==> src/bpc_pkg.sv <==
// shared constants and types for the bidirectional port with change interrupt
package bpc_pkg;
    localparam int unsigned ADDR_W   = 9;
    localparam int unsigned DATA_W   = 8;
    localparam int unsigned PINS     = 8;
    localparam int unsigned WATCH_LO = 4;   // lowest watched pin of the upper nibble
    localparam int unsigned WATCH_N  = 4;

    // register map
    localparam logic [8:0] ADDR_PORT        = 9'h106;
    localparam logic [8:0] ADDR_IRQ_CTRL    = 9'h10b;
    localparam logic [8:0] ADDR_OPTIONS     = 9'h181;
    localparam logic [8:0] ADDR_DIRECTION   = 9'h186;
    localparam logic [8:0] ADDR_IRQ_CTRL_M  = 9'h18b;
    localparam logic [8:0] ADDR_EVT_STATUS  = 9'h1c0;
    localparam logic [8:0] ADDR_EVT_MASK    = 9'h1c1;

    // reset values
    localparam logic [7:0] RST_OPTIONS      = 8'hff;
    localparam logic [7:0] RST_DIRECTION    = 8'hff;
    localparam logic [7:0] RST_LATCH        = 8'h00;
    localparam logic [7:0] RST_ZERO         = 8'h00;
    localparam logic [3:0] RST_WATCH        = 4'h0;

    // field positions
    localparam int unsigned PULLUP_DIS_BIT  = 7;
    localparam int unsigned EVT_CHANGE_BIT  = 0;
    localparam int unsigned EVT_WAKE_BIT    = 1;
    localparam int unsigned EVT_N           = 2;

    // interrupt control register layout
    typedef struct packed {
        logic       global_irq_enable;
        logic [2:0] other_bits;
        logic       change_irq_enable;
        logic [1:0] other_flags;
        logic       change_irq_flag;
    } bpc_irq_ctrl_s;

    // register access request from software
    typedef struct packed {
        logic             wr;
        logic             rd;
        logic [8:0]       addr;
        logic [7:0]       wdata;
    } bpc_req_s;
endpackage

==> src/bpc_sync3.sv <==
// three-stage pin synchroniser, output moves once stages two and three agree
module bpc_sync3 (
    input  wire logic core_clk,
    input  wire logic reset,
    input  wire logic pin_raw,
    output logic      pin_stable
);
    logic s1_q;
    logic s2_q;
    logic s3_q;

    // s1 feeds only s2, never any logic
    always_ff @(posedge core_clk or posedge reset) begin
        if (reset) begin
            s1_q <= 1'b0;
            s2_q <= 1'b0;
            s3_q <= 1'b0;
        end else begin
            s1_q <= pin_raw;
            s2_q <= s1_q;
            s3_q <= s2_q;
        end
    end

    // accept a level only when two late stages agree
    always_ff @(posedge core_clk or posedge reset) begin
        if (reset) begin
            pin_stable <= 1'b0;
        end else if (s2_q == s3_q) begin
            pin_stable <= s3_q;
        end
    end
endmodule

==> src/bpc_port.sv <==
// eight-pin bidirectional port with pull-ups and upper-nibble change interrupt
// Summary of operation
// RULE1: eight pins, each made input or output by its own direction bit.
// RULE2: direction 1 floats the driver, direction 0 drives the output latch on the pin.
// RULE3: clearing option bit 7 turns on the weak pull-ups of all input pins together.
// RULE4: a pin set as output never has its pull-up on.
// RULE5: after reset pull-ups are off and option and direction read all ones.
// RULE6: only the upper four pins are watched and output pins among them are ignored.
// RULE7: watched inputs are compared with the value caught at the last port access and any mismatch sets flag bit 0.
// RULE8: any port read or write recaptures the comparison value and ends the mismatch.
// RULE9: a lasting mismatch keeps setting the flag, so software accesses the port then clears the flag.
// RULE10: a change interrupt can wake the core from its halt state.
// RULE11: optionally a change coinciding with a port read is lost, as on some variants.
// RULE12: the flag sets whatever the enable bits hold.
// RULE13: software should clear a flag before enabling its interrupt.
// RULE14: software should not poll the port while using change detection.
// RULE15: pins are synchronised on the core clock before comparison.
// RULE16: the change request is raised only when flag, change enable and global enable are all set.
// RULE17: a clearing write in the same cycle as a new mismatch leaves the flag set.
module bpc_port #(
    parameter bit LOSE_ON_READ = 1'b0
) (
    input  wire logic       core_clk,
    input  wire logic       reset,
    input  wire logic [8:0] addr,
    input  wire logic [7:0] wdata,
    input  wire logic       wr_stb,
    input  wire logic       rd_stb,
    output logic      [7:0] rdata,
    input  wire logic [7:0] pin_in,
    output logic      [7:0] pin_out,
    output logic      [7:0] pin_oe_n,
    output logic      [7:0] pullup_en,
    input  wire logic       halt,
    output logic            wake,
    output logic            change_irq_req,
    output logic            irq
);
    bpc_pkg::bpc_req_s      req;
    bpc_pkg::bpc_irq_ctrl_s irq_ctrl_q;
    bpc_pkg::bpc_irq_ctrl_s irq_ctrl_d;
    logic [7:0]             latch_q;
    logic [7:0]             dir_q;
    logic [7:0]             option_q;
    logic [7:0]             pins_stable;
    logic [3:0]             watch_q;
    logic [3:0]             watch_pins;
    logic [3:0]             watch_inputs;
    logic                   mismatch;
    logic                   port_access;
    logic                   lost_hit;
    logic                   change_set;
    logic                   ctrl_wr;
    logic [1:0]             evt_status_q;
    logic [1:0]             evt_mask_q;
    logic [1:0]             evt_set;
    logic [7:0]             rd_value;

    assign req = '{wr: wr_stb, rd: rd_stb, addr: addr, wdata: wdata};

    // per-pin synchronisers
    genvar gi;
    generate
        for (gi = 0; gi < bpc_pkg::PINS; gi++) begin : g_sync
            bpc_sync3 u_sync (
                .core_clk   (core_clk),
                .reset      (reset),
                .pin_raw    (pin_in[gi]),
                .pin_stable (pins_stable[gi])   // RULE15
            );
        end
    endgenerate

    // decode helpers
    assign port_access = (req.wr | req.rd) && (req.addr == bpc_pkg::ADDR_PORT);
    assign ctrl_wr     = req.wr && ((req.addr == bpc_pkg::ADDR_IRQ_CTRL) ||
                                    (req.addr == bpc_pkg::ADDR_IRQ_CTRL_M));

    // output latch, software write only
    always_ff @(posedge core_clk or posedge reset) begin
        if (reset) begin
            latch_q <= bpc_pkg::RST_LATCH;
        end else if (req.wr && req.addr == bpc_pkg::ADDR_PORT) begin
            latch_q <= req.wdata;
        end
    end

    // direction register, all inputs after reset
    always_ff @(posedge core_clk or posedge reset) begin
        if (reset) begin
            dir_q <= bpc_pkg::RST_DIRECTION;   // RULE5
        end else if (req.wr && req.addr == bpc_pkg::ADDR_DIRECTION) begin
            dir_q <= req.wdata;                // RULE1
        end
    end

    // option register; only bit 7 steers this block, rest is storage
    always_ff @(posedge core_clk or posedge reset) begin
        if (reset) begin
            option_q <= bpc_pkg::RST_OPTIONS;  // RULE5
        end else if (req.wr && req.addr == bpc_pkg::ADDR_OPTIONS) begin
            option_q <= req.wdata;
        end
    end

    // pin drivers and pull-ups straight from flops
    assign pin_out   = latch_q;
    assign pin_oe_n  = dir_q;                                     // RULE2
    assign pullup_en = {bpc_pkg::PINS{~option_q[bpc_pkg::PULLUP_DIS_BIT]}} // RULE3
                       & dir_q;                                   // RULE4

    // change comparison on the watched nibble
    assign watch_pins   = pins_stable[bpc_pkg::WATCH_LO +: bpc_pkg::WATCH_N];
    assign watch_inputs = dir_q[bpc_pkg::WATCH_LO +: bpc_pkg::WATCH_N];  // RULE6
    assign mismatch     = |((watch_pins ^ watch_q) & watch_inputs);      // RULE7
    // variant loss: a change landing on a port read is dropped
    assign lost_hit     = LOSE_ON_READ && req.rd && port_access;         // RULE11
    assign change_set   = mismatch && !lost_hit;                         // RULE9

    // comparison value recaptured on every port access
    always_ff @(posedge core_clk or posedge reset) begin
        if (reset) begin
            watch_q <= bpc_pkg::RST_WATCH;
        end else if (port_access) begin
            watch_q <= watch_pins;             // RULE8
        end
    end

    // interrupt control next value; hardware set beats software clear
    always_comb begin
        irq_ctrl_d = irq_ctrl_q;
        if (ctrl_wr) begin
            irq_ctrl_d = bpc_pkg::bpc_irq_ctrl_s'(req.wdata);
        end
        if (change_set) begin
            irq_ctrl_d.change_irq_flag = 1'b1; // RULE12 RULE17
        end
    end

    // both map addresses reach one register
    always_ff @(posedge core_clk or posedge reset) begin
        if (reset) begin
            irq_ctrl_q <= bpc_pkg::bpc_irq_ctrl_s'(bpc_pkg::RST_ZERO);
        end else begin
            irq_ctrl_q <= irq_ctrl_d;
        end
    end

    // request and wake are plain gating of register bits
    assign change_irq_req = irq_ctrl_q.change_irq_flag && irq_ctrl_q.change_irq_enable
                            && irq_ctrl_q.global_irq_enable;          // RULE16
    // wake needs only the change enable, as the core is halted anyway
    assign wake = halt && irq_ctrl_q.change_irq_flag
                  && irq_ctrl_q.change_irq_enable;                    // RULE10

    // sticky event status, write one to clear, set wins
    assign evt_set[bpc_pkg::EVT_CHANGE_BIT] = change_set;
    assign evt_set[bpc_pkg::EVT_WAKE_BIT]   = wake;

    always_ff @(posedge core_clk or posedge reset) begin
        if (reset) begin
            evt_status_q <= 2'h0;
        end else if (req.wr && req.addr == bpc_pkg::ADDR_EVT_STATUS) begin
            evt_status_q <= (evt_status_q & ~req.wdata[1:0]) | evt_set;
        end else begin
            evt_status_q <= evt_status_q | evt_set;
        end
    end

    // event mask, a one lets the event through
    always_ff @(posedge core_clk or posedge reset) begin
        if (reset) begin
            evt_mask_q <= 2'h0;
        end else if (req.wr && req.addr == bpc_pkg::ADDR_EVT_MASK) begin
            evt_mask_q <= req.wdata[1:0];
        end
    end

    assign irq = |(evt_status_q & evt_mask_q);

    // read mux; port reads give the synchronised pins, unmapped read zero
    always_comb begin
        unique case (req.addr)
            bpc_pkg::ADDR_PORT:       rd_value = pins_stable;
            bpc_pkg::ADDR_IRQ_CTRL,
            bpc_pkg::ADDR_IRQ_CTRL_M: rd_value = irq_ctrl_q;
            bpc_pkg::ADDR_OPTIONS:    rd_value = option_q;
            bpc_pkg::ADDR_DIRECTION:  rd_value = dir_q;
            bpc_pkg::ADDR_EVT_STATUS: rd_value = {6'h00, evt_status_q};
            bpc_pkg::ADDR_EVT_MASK:   rd_value = {6'h00, evt_mask_q};
            default:                  rd_value = bpc_pkg::RST_ZERO;
        endcase
    end

    // read data stands only in the cycle after the strobe
    always_ff @(posedge core_clk or posedge reset) begin
        if (reset) begin
            rdata <= bpc_pkg::RST_ZERO;
        end else if (req.rd) begin
            rdata <= rd_value;
        end else begin
            rdata <= bpc_pkg::RST_ZERO;
        end
    end
endmodule

==> config.mk <==
export PLATFORM = sky130hd
export DESIGN_NAME = bpc_port
export DESIGN_NICKNAME = d
export VERILOG_FILES = /design/src/bpc_pkg.sv /design/src/bpc_sync3.sv /design/src/bpc_port.sv
export SDC_FILE = /design/constraint.sdc
export NUM_CORES = 1
export LEC_CHECK = 0
export BUFFER_PORTS_ARGS = -buffer_cell sky130_fd_sc_hd__buf_2
export CAP_MARGIN = 20
export CORE_MARGIN = 2
export CORE_UTILIZATION = 30
export CTS_BUF_LIST = sky130_fd_sc_hd__clkbuf_8
export CTS_CLUSTER_DIAMETER = 60
export DETAILED_ROUTE_END_ITERATION = 12
export HOLD_SLACK_MARGIN = 0.02
export SYNTH_ARGS = -nofsm -noshare
export SYNTH_HDL_FRONTEND = slang
export SYNTH_HIERARCHICAL = 1
export SYNTH_SLANG_ARGS = --single-unit
==> constraint.sdc <==
create_clock -name core_clk -period 3.7 [get_ports core_clk]
set_clock_uncertainty 0.05 [all_clocks]
set_input_delay 0.37 -clock core_clk [delete_from_list [all_inputs] [get_ports core_clk]]
set_output_delay 0.37 -clock core_clk [all_outputs]
set_load 0.02 [all_outputs]
# Yosys cells after proc, flatten, opt, wreduce, memory -nomap -nowiden
# Index checks and enable logic that the tools add are counted.
totals:
  regBits: 80
  inputBits: 30
  out_inout_bits: 35
  elab_cells: 90
classes:
  n_eq_ne: 15
  n_mux: 5
  bitwise_logic: 10
  n_reduce_logical: 16
ops:
  columns: ["operator", "n"]
  rows:
  - ["== test 9 bit, second input constant", 7]
  - ["case mux 8 bit (6 select lines)", 1]
  - ["logical AND 1 bit", 11]
  - ["AND 8 bit", 1]
  - ["== test 1 bit", 8]
  - ["two-way mux 8 bit", 1]
  - ["AND 2 bit", 2]
  - ["AND 4 bit", 1]
  - ["OR 2 bit", 2]
  - ["OR reduction 2 bit", 2]
  - ["OR reduction 4 bit", 1]
  - ["XOR 4 bit", 1]
  - ["two-way mux 1 bit", 2]
  - ["two-way mux 2 bit", 1]
  - ["inverter 2 bit", 1]
  - ["nonzero test 2 bit", 1]
  - ["logical OR 1 bit", 1]
  - ["inverter 1 bit", 1]
  - ["OR 1 bit", 1]

# Longest topological paths before layout
# Gate-level depths: netlist of the first run.
logic_depth:
  depth_word: 5
  depth_mapped: 6
  ltp_nobuf: 4

# Modules after synthesis
# Netlist of the first run, hierarchy kept.
by_module_without_submodules:
  columns: ["mod", "instances", "cells_each", "area_each_um2", "seq_area_each_um2"]
  rows:
  - ["bpc_port", 1, 206, 2412.3, 1221.2]
  - ["bpc_sync3", 8, 6, 115.1, 100.1]

# Worst setup path after synthesis of the first run
# No wires, ideal clock.
synth_timing:
  kind: "input to register"
  from: "input port addr[0]"
  to: "register latch_q[0], in the netlist pin_out[0]"
  setup_time_ns: 0.125
  t_arrival_ns: 2.101
  t_required_ns: 3.525
  slack_ns: 1.425
  stages: 6
  n_path_buf: 2
  cell_sequence: "buf_2 > or3b_1 > buf_2 > or3_4 > nor3b_4 > mux2_2"
synth_via:
  elab_chain_cells: 2
synth_rtl:
  columns: ["element", "line_no", "source"]
  rows:
  - ["from (decl)", "bpc_port.sv:25", "input wire logic [8:0] addr,"]
  - ["== test 9 bit", "bpc_port.sv:83", "end else if (req.wr && req.addr == bpc_pkg::ADDR_PORT) begin"]
  - ["logical AND 1 bit", "bpc_port.sv:83", null]
  - ["to (signal assigned)", "bpc_port.sv:82", "latch_q <= bpc_pkg::RST_LATCH;"]
  - ["to (signal assigned)", "bpc_port.sv:84", "latch_q <= req.wdata;"]
  - ["to (decl)", "bpc_port.sv:42", "logic [7:0] latch_q;"]
# No other way between the ends.
# A chain may end at the register's enable or synchronous reset.

# Worst setup path in the final report of the first run
layout_timing:
  from: "input port addr[8]"
  to: "register latch_q[0], in the netlist pin_out[0]"
# The elaborated chain is that of the path after synthesis.

==> flow_summary.toml, run 1 <==
[setup_path]
max_stage_delay_ps = 560
r2r_start = "g_sync[7].u_sync/pin_stable$_DFFE_PP0N_"
critPathTopFamily = "simple AND/OR/NAND/NOR gates"
crit_slowest_cell = "nor3b_4"
worst_ep_required_time_ps = 3880
r2r-end = "evt_status_q[0]$_DFF_PP0_"
reg2reg_depth = 4
crit_path_cell_trace = "buf_2 > or3b_1 > or3_4 > nor3b_4 > mux2_2"
cp-start-kind = "primary input"
worstSetupEndpoint = "pin_out[0]$_DFFE_PP0P_"
crit_buf_inv = 1
crit_fanout = 10
r2r_slack_ps = 2420
crit_path_end_kind = "flip-flop"
crit_start = "addr[8]"
cp_data_arrival_time_ps = 2440
critical_path_cell_count = 5
criticalPathCategory = "primary input to flip-flop"

[detailed_routing]
drc_errors = 0
avgRoutedWirePerCell_um = 17.0
antenna_left = 0
finalWirelength_um = 7970
first_iter_violations = 159
viasPerCell = 4.87
drt-pass1-iter-count = 4
vias = 2281

[global_route]
track_usage_pct = 14.3
grt-ovfl-total = 0
antenna_found_initial = 0
grt_pass1_vias = 2275
grt_pass1_wl_um = 12600
grt_max_degree = 49

[clocking]
cts.reportedPaths.clkPinSlew_ps = 80
cts_num_sinks = 80
numCtsBuffers = 9
clockBufferDepth = 2
htree_num_levels = 3
cts_tree = "built"
worstSkewPairLatency_ps = 350
cts_root_buf = "clkbuf_8"

[logic_synthesis]
syn_area_per_cell_um2 = 13.1
synth_edf_count = 0
synth.distinct_cells = 41
synth_area_leader_cell = "dfrtp_1"
ys_warn_count = 6
syn_area_mm2 = 0.00333
synth_top_flop_cell = "dfrtp_1"
yosysMostFrequentCell = "dfrtp_1"
synth_commonest_cells = "64 x dfrtp_1, 41 x mux2_2, 16 x dfstp_2"
synth_nets = 284
synth_top_area_share_pct = 48.0
yosys-top-cells-area = "dfrtp_1 48%, mux2_2 14%, dfstp_2 13%, maj3_2 2.7%, nand3_1 2.1%"
synthArstFlopShare_pct = 100
synthCells = 254
synth-seq-area-share_pct = 60.7
synth_seq_cells = 80

[timing]
max-slew-margin-rel_pct = 32.4
grt_setup_unrepaired = "no"
period_minus_slack_ps = 2260
finalHoldViolCount = 0
worst_slew_pin_slew_ps = 999
period_share_pct = 61.1
setup_viol = 0
setup_ws_ps = 1440
fmax_mhz = 443
maxSlewViolCount = 0
setup_tns_ps = 0

[power]
power.combinational.fraction_pct = 8.3
power_switching_w = 0.000423
intPower_w = 0.00129
p_clk_share_pct = 35.8
p_per_area_mw_per_mm2 = 428
seqPwrFrac_pct = 55.8
peakVddDrop_mv = 0.205
p_leak_nw = 1.91
netSwitchingFraction_pct = 24.6

[floorplan]
dieWidth_um = 109
fp.coreArea_mm2 = 0.0108
floorplan.initialDensity_pct = 30.7
fp.dieH_um = 109
die_area_mm2 = 0.0120
rows = 38
ioPinCount = 65

[placement]
io_buffers = 64
gp_congestion = 0.927
placed_cell_area_mm2 = 0.00379
place_ws_ps = 1160
dpl.hpwl_um = 5800

[final_layout]
layout-drive-gt1-share_pct = 46.3
area_growth_pct = 20.4
nets = 353
n_antenna_cell = 0
final_area_mm2 = 0.00401

[flow_run]
maxCapViolCount = 0

[outcome]
outcome = "finished clean"

[min_path]
hp-class = "primary input to flip-flop"
## routing by layer
metal	wire [um]	vias to the layer above	track usage [%]
met1	3630	1148	20.3
met2	3670	77	21.1
met4	69	0	5.15
li1	-	1048	-
met5	0	-	0
met3	598	8	3.68
## cells in the final DEF, fill, tap and decap left out, types with 2 or more instances in the layout
master / instances
a21o_1: 2
a21oi_1: 3
a22oi_1: 6
a31oi_1: 3
and3_1: 4
buf_2: 64
clkbuf_8: 9
clkinvlp_4: 2
dfrtp_1: 64
dfstp_2: 16
inv_1: 10
maj3_2: 8
mux2_2: 41
mux2i_1: 3
nand2_1: 9
nand3_1: 14
nand4_1: 3
nor2_1: 9
nor2b_1: 11
nor3_1: 8
nor3b_1: 2
nor4bb_1: 2
o21a_1: 2
o21ai_0: 5
o2bb2ai_1: 2
or3b_2: 2
xor2_1: 4
## power by group through the flow
stage	Combinational (W)	Sequential, W	Clock [W]
2_1_floorplan	0.0000866	0.000968	0
3_3_place_gp	0.000138	0.000974	0
3_5_place_dp	0.000141	0.000976	0
4_1_cts	0.000142	0.000959	0.000638
5_1_grt	0.000160	0.000965	0.000674
6_report	0.000143	0.000959	0.000615
## logic make-up after synthesis
group                    Yosys count  share of synthesized area (%)
XOR/XNOR                           4                           1.05
buffers and inverters             17                           2.10
AO/OA/AOI/OAI                     26                           5.29
AND/OR/NAND/NOR                   75                           13.4
multiplexers                      44                           14.8
adder cells (fa/ha/maj)            8                           2.70
flip-flops                        80                           60.7
## state kept, by name, indices dropped and copies added, names as in the netlist
register / count
rdata: 8
evt_status_q: 2
evt_mask_q: 2
option_q: 8
watch_q: 4
irq_ctrl_q: 8
g_sync.u_sync/s2_q: 8
g_sync.u_sync/s3_q: 8
pin_out: 8
g_sync.u_sync/pin_stable: 8
pin_oe_n: 8
g_sync.u_sync/s1_q: 8
## worst min path at each step
| stage | cells past startpoint | slack, ps | start | endpoint |
|---|---|---|---|---|
| detailed placement | 0 | 290 | g_sync[4].u_sync/s1_q$_DFF_PP0_ | g_sync[4].u_sync/s2_q$_DFF_PP0_ |
| finish | 1 | 60 | pin_in[0] | g_sync[0].u_sync/s1_q$_DFF_PP0_ |
| floorplan | 1 | 90 | reset | g_sync[0].u_sync/pin_stable$_DFFE_PP0N_ |
| CTS | 1 | 40 | pin_in[0] | g_sync[0].u_sync/s1_q$_DFF_PP0_ |
| global route | 1 | 30 | pin_in[0] | g_sync[0].u_sync/s1_q$_DFF_PP0_ |
| global placement | 0 | 280 | g_sync[2].u_sync/s1_q$_DFF_PP0_ | g_sync[2].u_sync/s2_q$_DFF_PP0_ |
## through the flow
step                cells  hold slack, ps  utilization, %  power, W
floorplan             254            86.1               -   0.00105
global placement      450             283            35.0   0.00111
detailed placement    450             286            35.0   0.00112
CTS                   467            39.9            36.8   0.00174
global route          468            32.1            37.0   0.00180
finish                468            62.9            37.0   0.00172
## area by class of cell
cell class	count	area (um^2)
Multi-Input combinational cell	157	1240
Tap cell	140	175
Clock inverter	7	66.3
Sequential cell	80	2020
Clock buffer	9	124
Inverter	9	33.8
Timing Repair Buffer	66	350
Fill cell	1086	6830
## timing repair
action                                 4_1_cts  5_1_grt
gates resized for setup                      0        0
endpoints found under the hold margin       32        0
buffers inserted                             0        0
hold buffers                                 1        0
(Power assumes the default switching activity.)
==> run 2, diff against run 1 <==
ABC_AREA = 1   (was unset)
clock period = 2.05 ns   (was 3.7 ns; I/O delays follow)
==> run 2 against run 1 <==
  * Sequential share of layout area shrank 1.6 points
  * Critical path type is now flip-flop to output port
  * Sequential cell count is the same
  * Sequential power grew 77%
  * Wire length rose by 1.9%
  * Core utilization grew 0.73 points
  * Highest routed layer unchanged
  * Die area up 2.1%
  * Critical endpoint is now pullup_en[7]
==> flow_summary.toml, run 2 <==
[outcome]
outcome = "finished clean"

[final_layout]
final_cell_mix = "86 x nand2_1, 64 x dfrtp_1, 64 x buf_2"
n_antenna_cell = 0
seq_area_mm2 = 0.00202
area_growth_pct = 21.7
layout.cells.non_filler = 600
fillers = 1128
multi_input_area_mm2 = 0.00113
final_common_cell = "nand2_1"
nets = 485
layout-drive-gt1-share_pct = 27.8

[placement]
place_ws_ps = 560
io_buffers = 64
gp_congestion = 0.837
dpl.hpwl_um = 6110
dp_cells = 575

[clocking]
cts_root_buf = "clkbuf_8"
cts_tree = "built"
clockBufferDepth = 2
cts.reportedPaths.clkPinSlew_ps = 90
cts_num_sinks = 80
numCtsBuffers = 9
worstSkewPairLatency_ps = 350
hold_buffers = 9
cts-resized-gates = 0
postCtsSetupRepairBufs = 0
htree_num_levels = 3

[setup_path]
max_stage_delay_ps = 710
crit_fanout = 10
r2r-end = "evt_status_q[0]$_DFF_PP0_"
cp-start-kind = "flip-flop"
crit_path_end_kind = "output port"
criticalPathCategory = "flip-flop to output port"
worst_ep_required_time_ps = 1790
reg2reg_depth = 6
cp_data_arrival_time_ps = 1330
r2r_start = "pin_oe_n[7]$_DFFE_PP1P_"
r2r_slack_ps = 830
crit_path_cell_trace = "nor2_1 > buf_2"
crit_slowest_cell = "dfstp_2"
worstSetupEndpoint = "pullup_en[7]"
crit_start = "option_q[7]$_DFFE_PP1P_"

[timing]
maxSlewViolCount = 0
worst_slew_pin_slew_ps = 567
grt_setup_unrepaired = "no"
setup_ws_ps = 465
fmax_mhz = 631
max-slew-margin-rel_pct = 62.2
period_minus_slack_ps = 1590
period_share_pct = 77.3
finalHoldViolCount = 0
setup_tns_ps = 0
setup_viol = 0

[global_route]
antenna_found_initial = 0
grt_max_degree = 27
track_usage_pct = 14.2
grt_pass1_wl_um = 13800
grt_pass1_vias = 2762
grt-ovfl-total = 0

[logic_synthesis]
syn_area_per_cell_um2 = 9.11
yosys-top-cells-area = "dfrtp_1 47%, dfstp_2 12%, nand2_1 9.5%, inv_1 5.6%, nor2_1 5.2%"
synth_top_flop_cell = "dfrtp_1"
synth_commonest_cells = "86 x nand2_1, 64 x dfrtp_1, 51 x inv_1"
syn_area_mm2 = 0.00341
synth_top_area_share_pct = 47.0
synth_area_leader_cell = "dfrtp_1"
synth_edf_count = 0
synth_seq_cells = 80
synthArstFlopShare_pct = 100
synthCells = 374
synth_nets = 404
synth.distinct_cells = 24
ys_warn_count = 6
synth-seq-area-share_pct = 59.3
yosysMostFrequentCell = "nand2_1"

[detailed_routing]
antenna_left = 0
vias = 2738
viasPerCell = 4.56
drt-pass1-iter-count = 4
avgRoutedWirePerCell_um = 13.5
drc_errors = 0
finalWirelength_um = 8130
first_iter_violations = 158

[floorplan]
die_area_mm2 = 0.0122
rows = 38
dieWidth_um = 111
fp.coreArea_mm2 = 0.0110
floorplan.initialDensity_pct = 31.0
fp.dieH_um = 111
ioPinCount = 65

[min_path]
hp-class = "primary input to flip-flop"
hold_path_depth = 3

[flow_run]
maxCapViolCount = 0

[power]
peakVddDrop_mv = 0.308
p_per_area_mw_per_mm2 = 730
p_leak_nw = 2.06
power.total_w = 0.00302
==> run 2: cell types whose count changed after synthesis, moves of 15 or more <==
cell	previous run	this run
inv_1	9	51
mux2_2	41	0
nand2_1	9	86
nor2_1	9	47
o21ai_0	5	30
o21ai_1	0	15
==> run 2: cell type report <==
type | count | area share [%]
Clock buffer | 10 | 3.32
Sequential cell | 80 | 48.8
Multi-Input combinational cell | 235 | 27.3
Timing Repair Buffer | 75 | 10.3
Clock inverter | 6 | 1.18
Inverter | 54 | 4.92
Tap cell | 140 | 4.23
==> run 2: worst min path at each step <==
stage | start | endpoint | slack, ps
floorplan | reset | g_sync[0].u_sync/pin_stable$_DFFE_PP0N_ | -80
global placement | reset | g_sync[0].u_sync/s1_q$_DFF_PP0_ | 140
detailed placement | reset | g_sync[4].u_sync/s2_q$_DFF_PP0_ | 150
CTS | halt | evt_status_q[1]$_DFF_PP0_ | 60
global route | rd_stb | rdata[0]$_DFF_PP0_ | 80
finish | halt | evt_status_q[1]$_DFF_PP0_ | 70
==> run 2: cells by family (layout without fill, tap and decap cells) <==
| logic type | after synthesis | after routing | share of synthesized area (%) |
|---|---|---|---|
| buffers and inverters | 59 | 145 | 7.42 |
| and+or+nand+nor | 167 | 167 | 21.9 |
| DFF | 80 | 80 | 59.3 |
| AOI/OAI and AO/OA | 68 | 68 | 11.3 |
==> run 2: routing by layer <==
| layer | global-route usage [%] | vias up | routed length [um] |
|---|---|---|---|
| met3 | 2.69 | 11 | 355 |
| met2 | 22.2 | 63 | 3690 |
| met4 | 5.25 | 0 | 109 |
| li1 | - | 1334 | - |
| met1 | 19.5 | 1330 | 3970 |
| met5 | 0 | - | 0 |
==> run 2: report_power, final <==
group          total [W]  internal, W  leakage, nW  switching, W
combinational   0.000238    0.0000840         1.00      0.000154
sequential       0.00170      0.00165        0.973     0.0000520
clock            0.00108     0.000485       0.0859      0.000598
==> run 2: worst max-delay path: cells and delay by family (launching register included) <==
kind                   cells  cell delay (ps)
DFF                        1              710
and+or+nand+nor            1              110
buffers and inverters      1              170
==> run 2: stage by stage <==
step | cell area [um^2] | util (%) | hold WS (ps)
after global routing | 4150 | 37.7 | 81.4
after CTS | 4150 | 37.7 | 58.3
after global placement | 3870 | 35.2 | 139
after detailed placement | 3870 | 35.2 | 151
final | 4150 | 37.7 | 72.0
after floorplan | 3410 | - | -78.9
==> run 3, diff against run 2 <==
clock period = 1.5 ns   (was 2.05 ns; I/O delays follow)
==> run 3 against run 2 <==
  * Wire length decreased by 1.5%
  * Clock power increased by 52%
  * Hold slack got worse by 23 ps
  * Count of clock-buffer cells in the layout decreased by 1
  * Combinational power increased by 44%
  * First-iteration DRC count increased by 24%
  * Power increased by 42%
  * Worst setup slack got worse by 420 ps
  * Sequential cell count unchanged
  * Final area increased by 3.0%
  * Register-to-register slack got worse by 550 ps
  * Die area unchanged
  * Critical endpoint is now pullup_en[3]
  * Largest cell class unchanged
  * Highest routed layer unchanged
==> flow_summary.toml, run 3 (synthesis gave the netlist of run 2 again) <==
[final_layout]
nets = 490
final_common_cell = "nand2_1"
area_growth_pct = 25.3
layout-drive-gt1-share_pct = 29.7
n_antenna_cell = 0
final_area_mm2 = 0.00427
fin_util_pct = 38.9
final_cell_mix = "86 x nand2_1, 64 x dfrtp_1, 58 x buf_2"
layout.cells.non_filler = 605

[floorplan]
fp.dieH_um = 111
ioPinCount = 65
floorplan.initialDensity_pct = 31.0
dieWidth_um = 111
fp.coreArea_mm2 = 0.0110
die_area_mm2 = 0.0122
rows = 38

[clocking]
clockBufferDepth = 2
htree_num_levels = 3
cts_tree = "built"
numCtsBuffers = 9
cts_num_sinks = 80
cts.reportedPaths.clkPinSlew_ps = 80
cts_root_buf = "clkbuf_8"
worstSkewPairLatency_ps = 360

[detailed_routing]
antenna_left = 0
viasPerCell = 4.53
drc_errors = 0
drt-pass1-iter-count = 4
finalWirelength_um = 8000
first_iter_violations = 196
vias = 2738
avgRoutedWirePerCell_um = 13.2

[outcome]
outcome = "finished clean"

[power]
p_leak_nw = 2.11
peakVddDrop_mv = 0.409
p_per_area_mw_per_mm2 = 1010
power.total_w = 0.00431

[timing]
worst_slew_pin_slew_ps = 371
setup_viol = 0
setup_ws_ps = 46.6
finalHoldViolCount = 0
period_share_pct = 96.9
maxSlewViolCount = 0
max-slew-margin-rel_pct = 75.2
fmax_mhz = 688
period_minus_slack_ps = 1450

[placement]
dp_cells = 576
placed_cell_area_mm2 = 0.00390
gp_congestion = 0.834
io_buffers = 64
dpl.hpwl_um = 6040
place_ws_ps = 80.0

[setup_path]
crit_path_end_kind = "output port"
cp_data_arrival_time_ps = 1250
worst_ep_required_time_ps = 1300
crit_fanout = 3
criticalPathCategory = "flip-flop to output port"
cp-start-kind = "flip-flop"

[global_route]
grt_pass1_wl_um = 13100
grt-ovfl-total = 0
antenna_found_initial = 0
track_usage_pct = 13.5
grt_max_degree = 34
grt_pass1_vias = 2640

[flow_run]
maxCapViolCount = 0

[min_path]
hp-class = "primary input to flip-flop"
## run 3: cell count changes in the layout (fill, tap and decap cells not counted)
cell,change
clkinvlp_4,-2
clkbuf_8,-1
dlygate4sd3_1,+2
bufinv_16,+1
clkinv_4,+1
nor2_1,-3
buf_12,+2
buf_4,+4
buf_6,+3
inv_1,-4
inv_8,+1
inv_2,+4
buf_2,-6
nor2_2,+3
## run 3: metal layers
| layer | track usage, % | up-vias | share of wire (%) |
|---|---|---|---|
| li1 | - | 1342 | - |
| met1 | 18.7 | 1318 | 48 |
| met2 | 20.6 | 71 | 45 |
| met3 | 3.84 | 7 | 6.0 |
| met4 | 4.25 | 0 | 1.0 |
| met5 | 0 | - | 0 |
## run 3: report_power, final
| part | switching, W | total (W) | internal [W] |
|---|---|---|---|
| logic | 0.000215 | 0.000342 | 0.000128 |
| registers | 0.0000688 | 0.00233 | 0.00226 |
| clock network | 0.000840 | 0.00164 | 0.000800 |
## run 3: final timing paths
check	from	end	slack, ps	cells past startpoint
max	pin_oe_n[3]$_DFFE_PP1P_	pullup_en[3]	50	3
min	wdata[3]	option_q[3]$_DFFE_PP1P_	50	3
max reg2reg	pin_oe_n[5]$_DFFE_PP1P_	irq_ctrl_q[0]$_DFFE_PP0P_	280	6
min reg2reg	g_sync[6].u_sync/s1_q$_DFF_PP0_	g_sync[6].u_sync/s2_q$_DFF_PP0_	310	0
max in group asynchronous	reset	pin_oe_n[0]$_DFFE_PP1P_	480	4
min in group asynchronous	reset	g_sync[0].u_sync/pin_stable$_DFFE_PP0N_	250	3
## run 3: metrics by stage
step | hold WS (ps) | TNS (ps)
2_1_floorplan | -134 | 0
3_3_place_gp | 91.0 | 0
3_5_place_dp | 87.3 | 0
4_1_cts | 40.2 | -14.3
5_1_grt | 75.4 | -12.6
6_report | 49.2 | 0
## run 3: critical path, cell delays in order (launching register included)
cell,delay [ps]
dfstp_2,570
inv_1,90
nor2_1,100
buf_4,150
## run 3: area by class of cell
class / instances / area [um^2]
Clock inverter: 7 / 83.8
Inverter: 54 / 204
Timing Repair Buffer: 80 / 519
Tap cell: 140 / 175
Clock buffer: 9 / 124
Sequential cell: 80 / 2020
Multi-Input combinational cell: 235 / 1140
Fill cell: 1138 / 6720
## run 3: repair_timing
action	4_1_cts	5_1_grt
endpoints found under the setup margin	4	8
buffers inserted	0	2
pin swaps	0	3
hold buffers	11	0
hold endpoints to repair	50	0
resized for setup	0	17
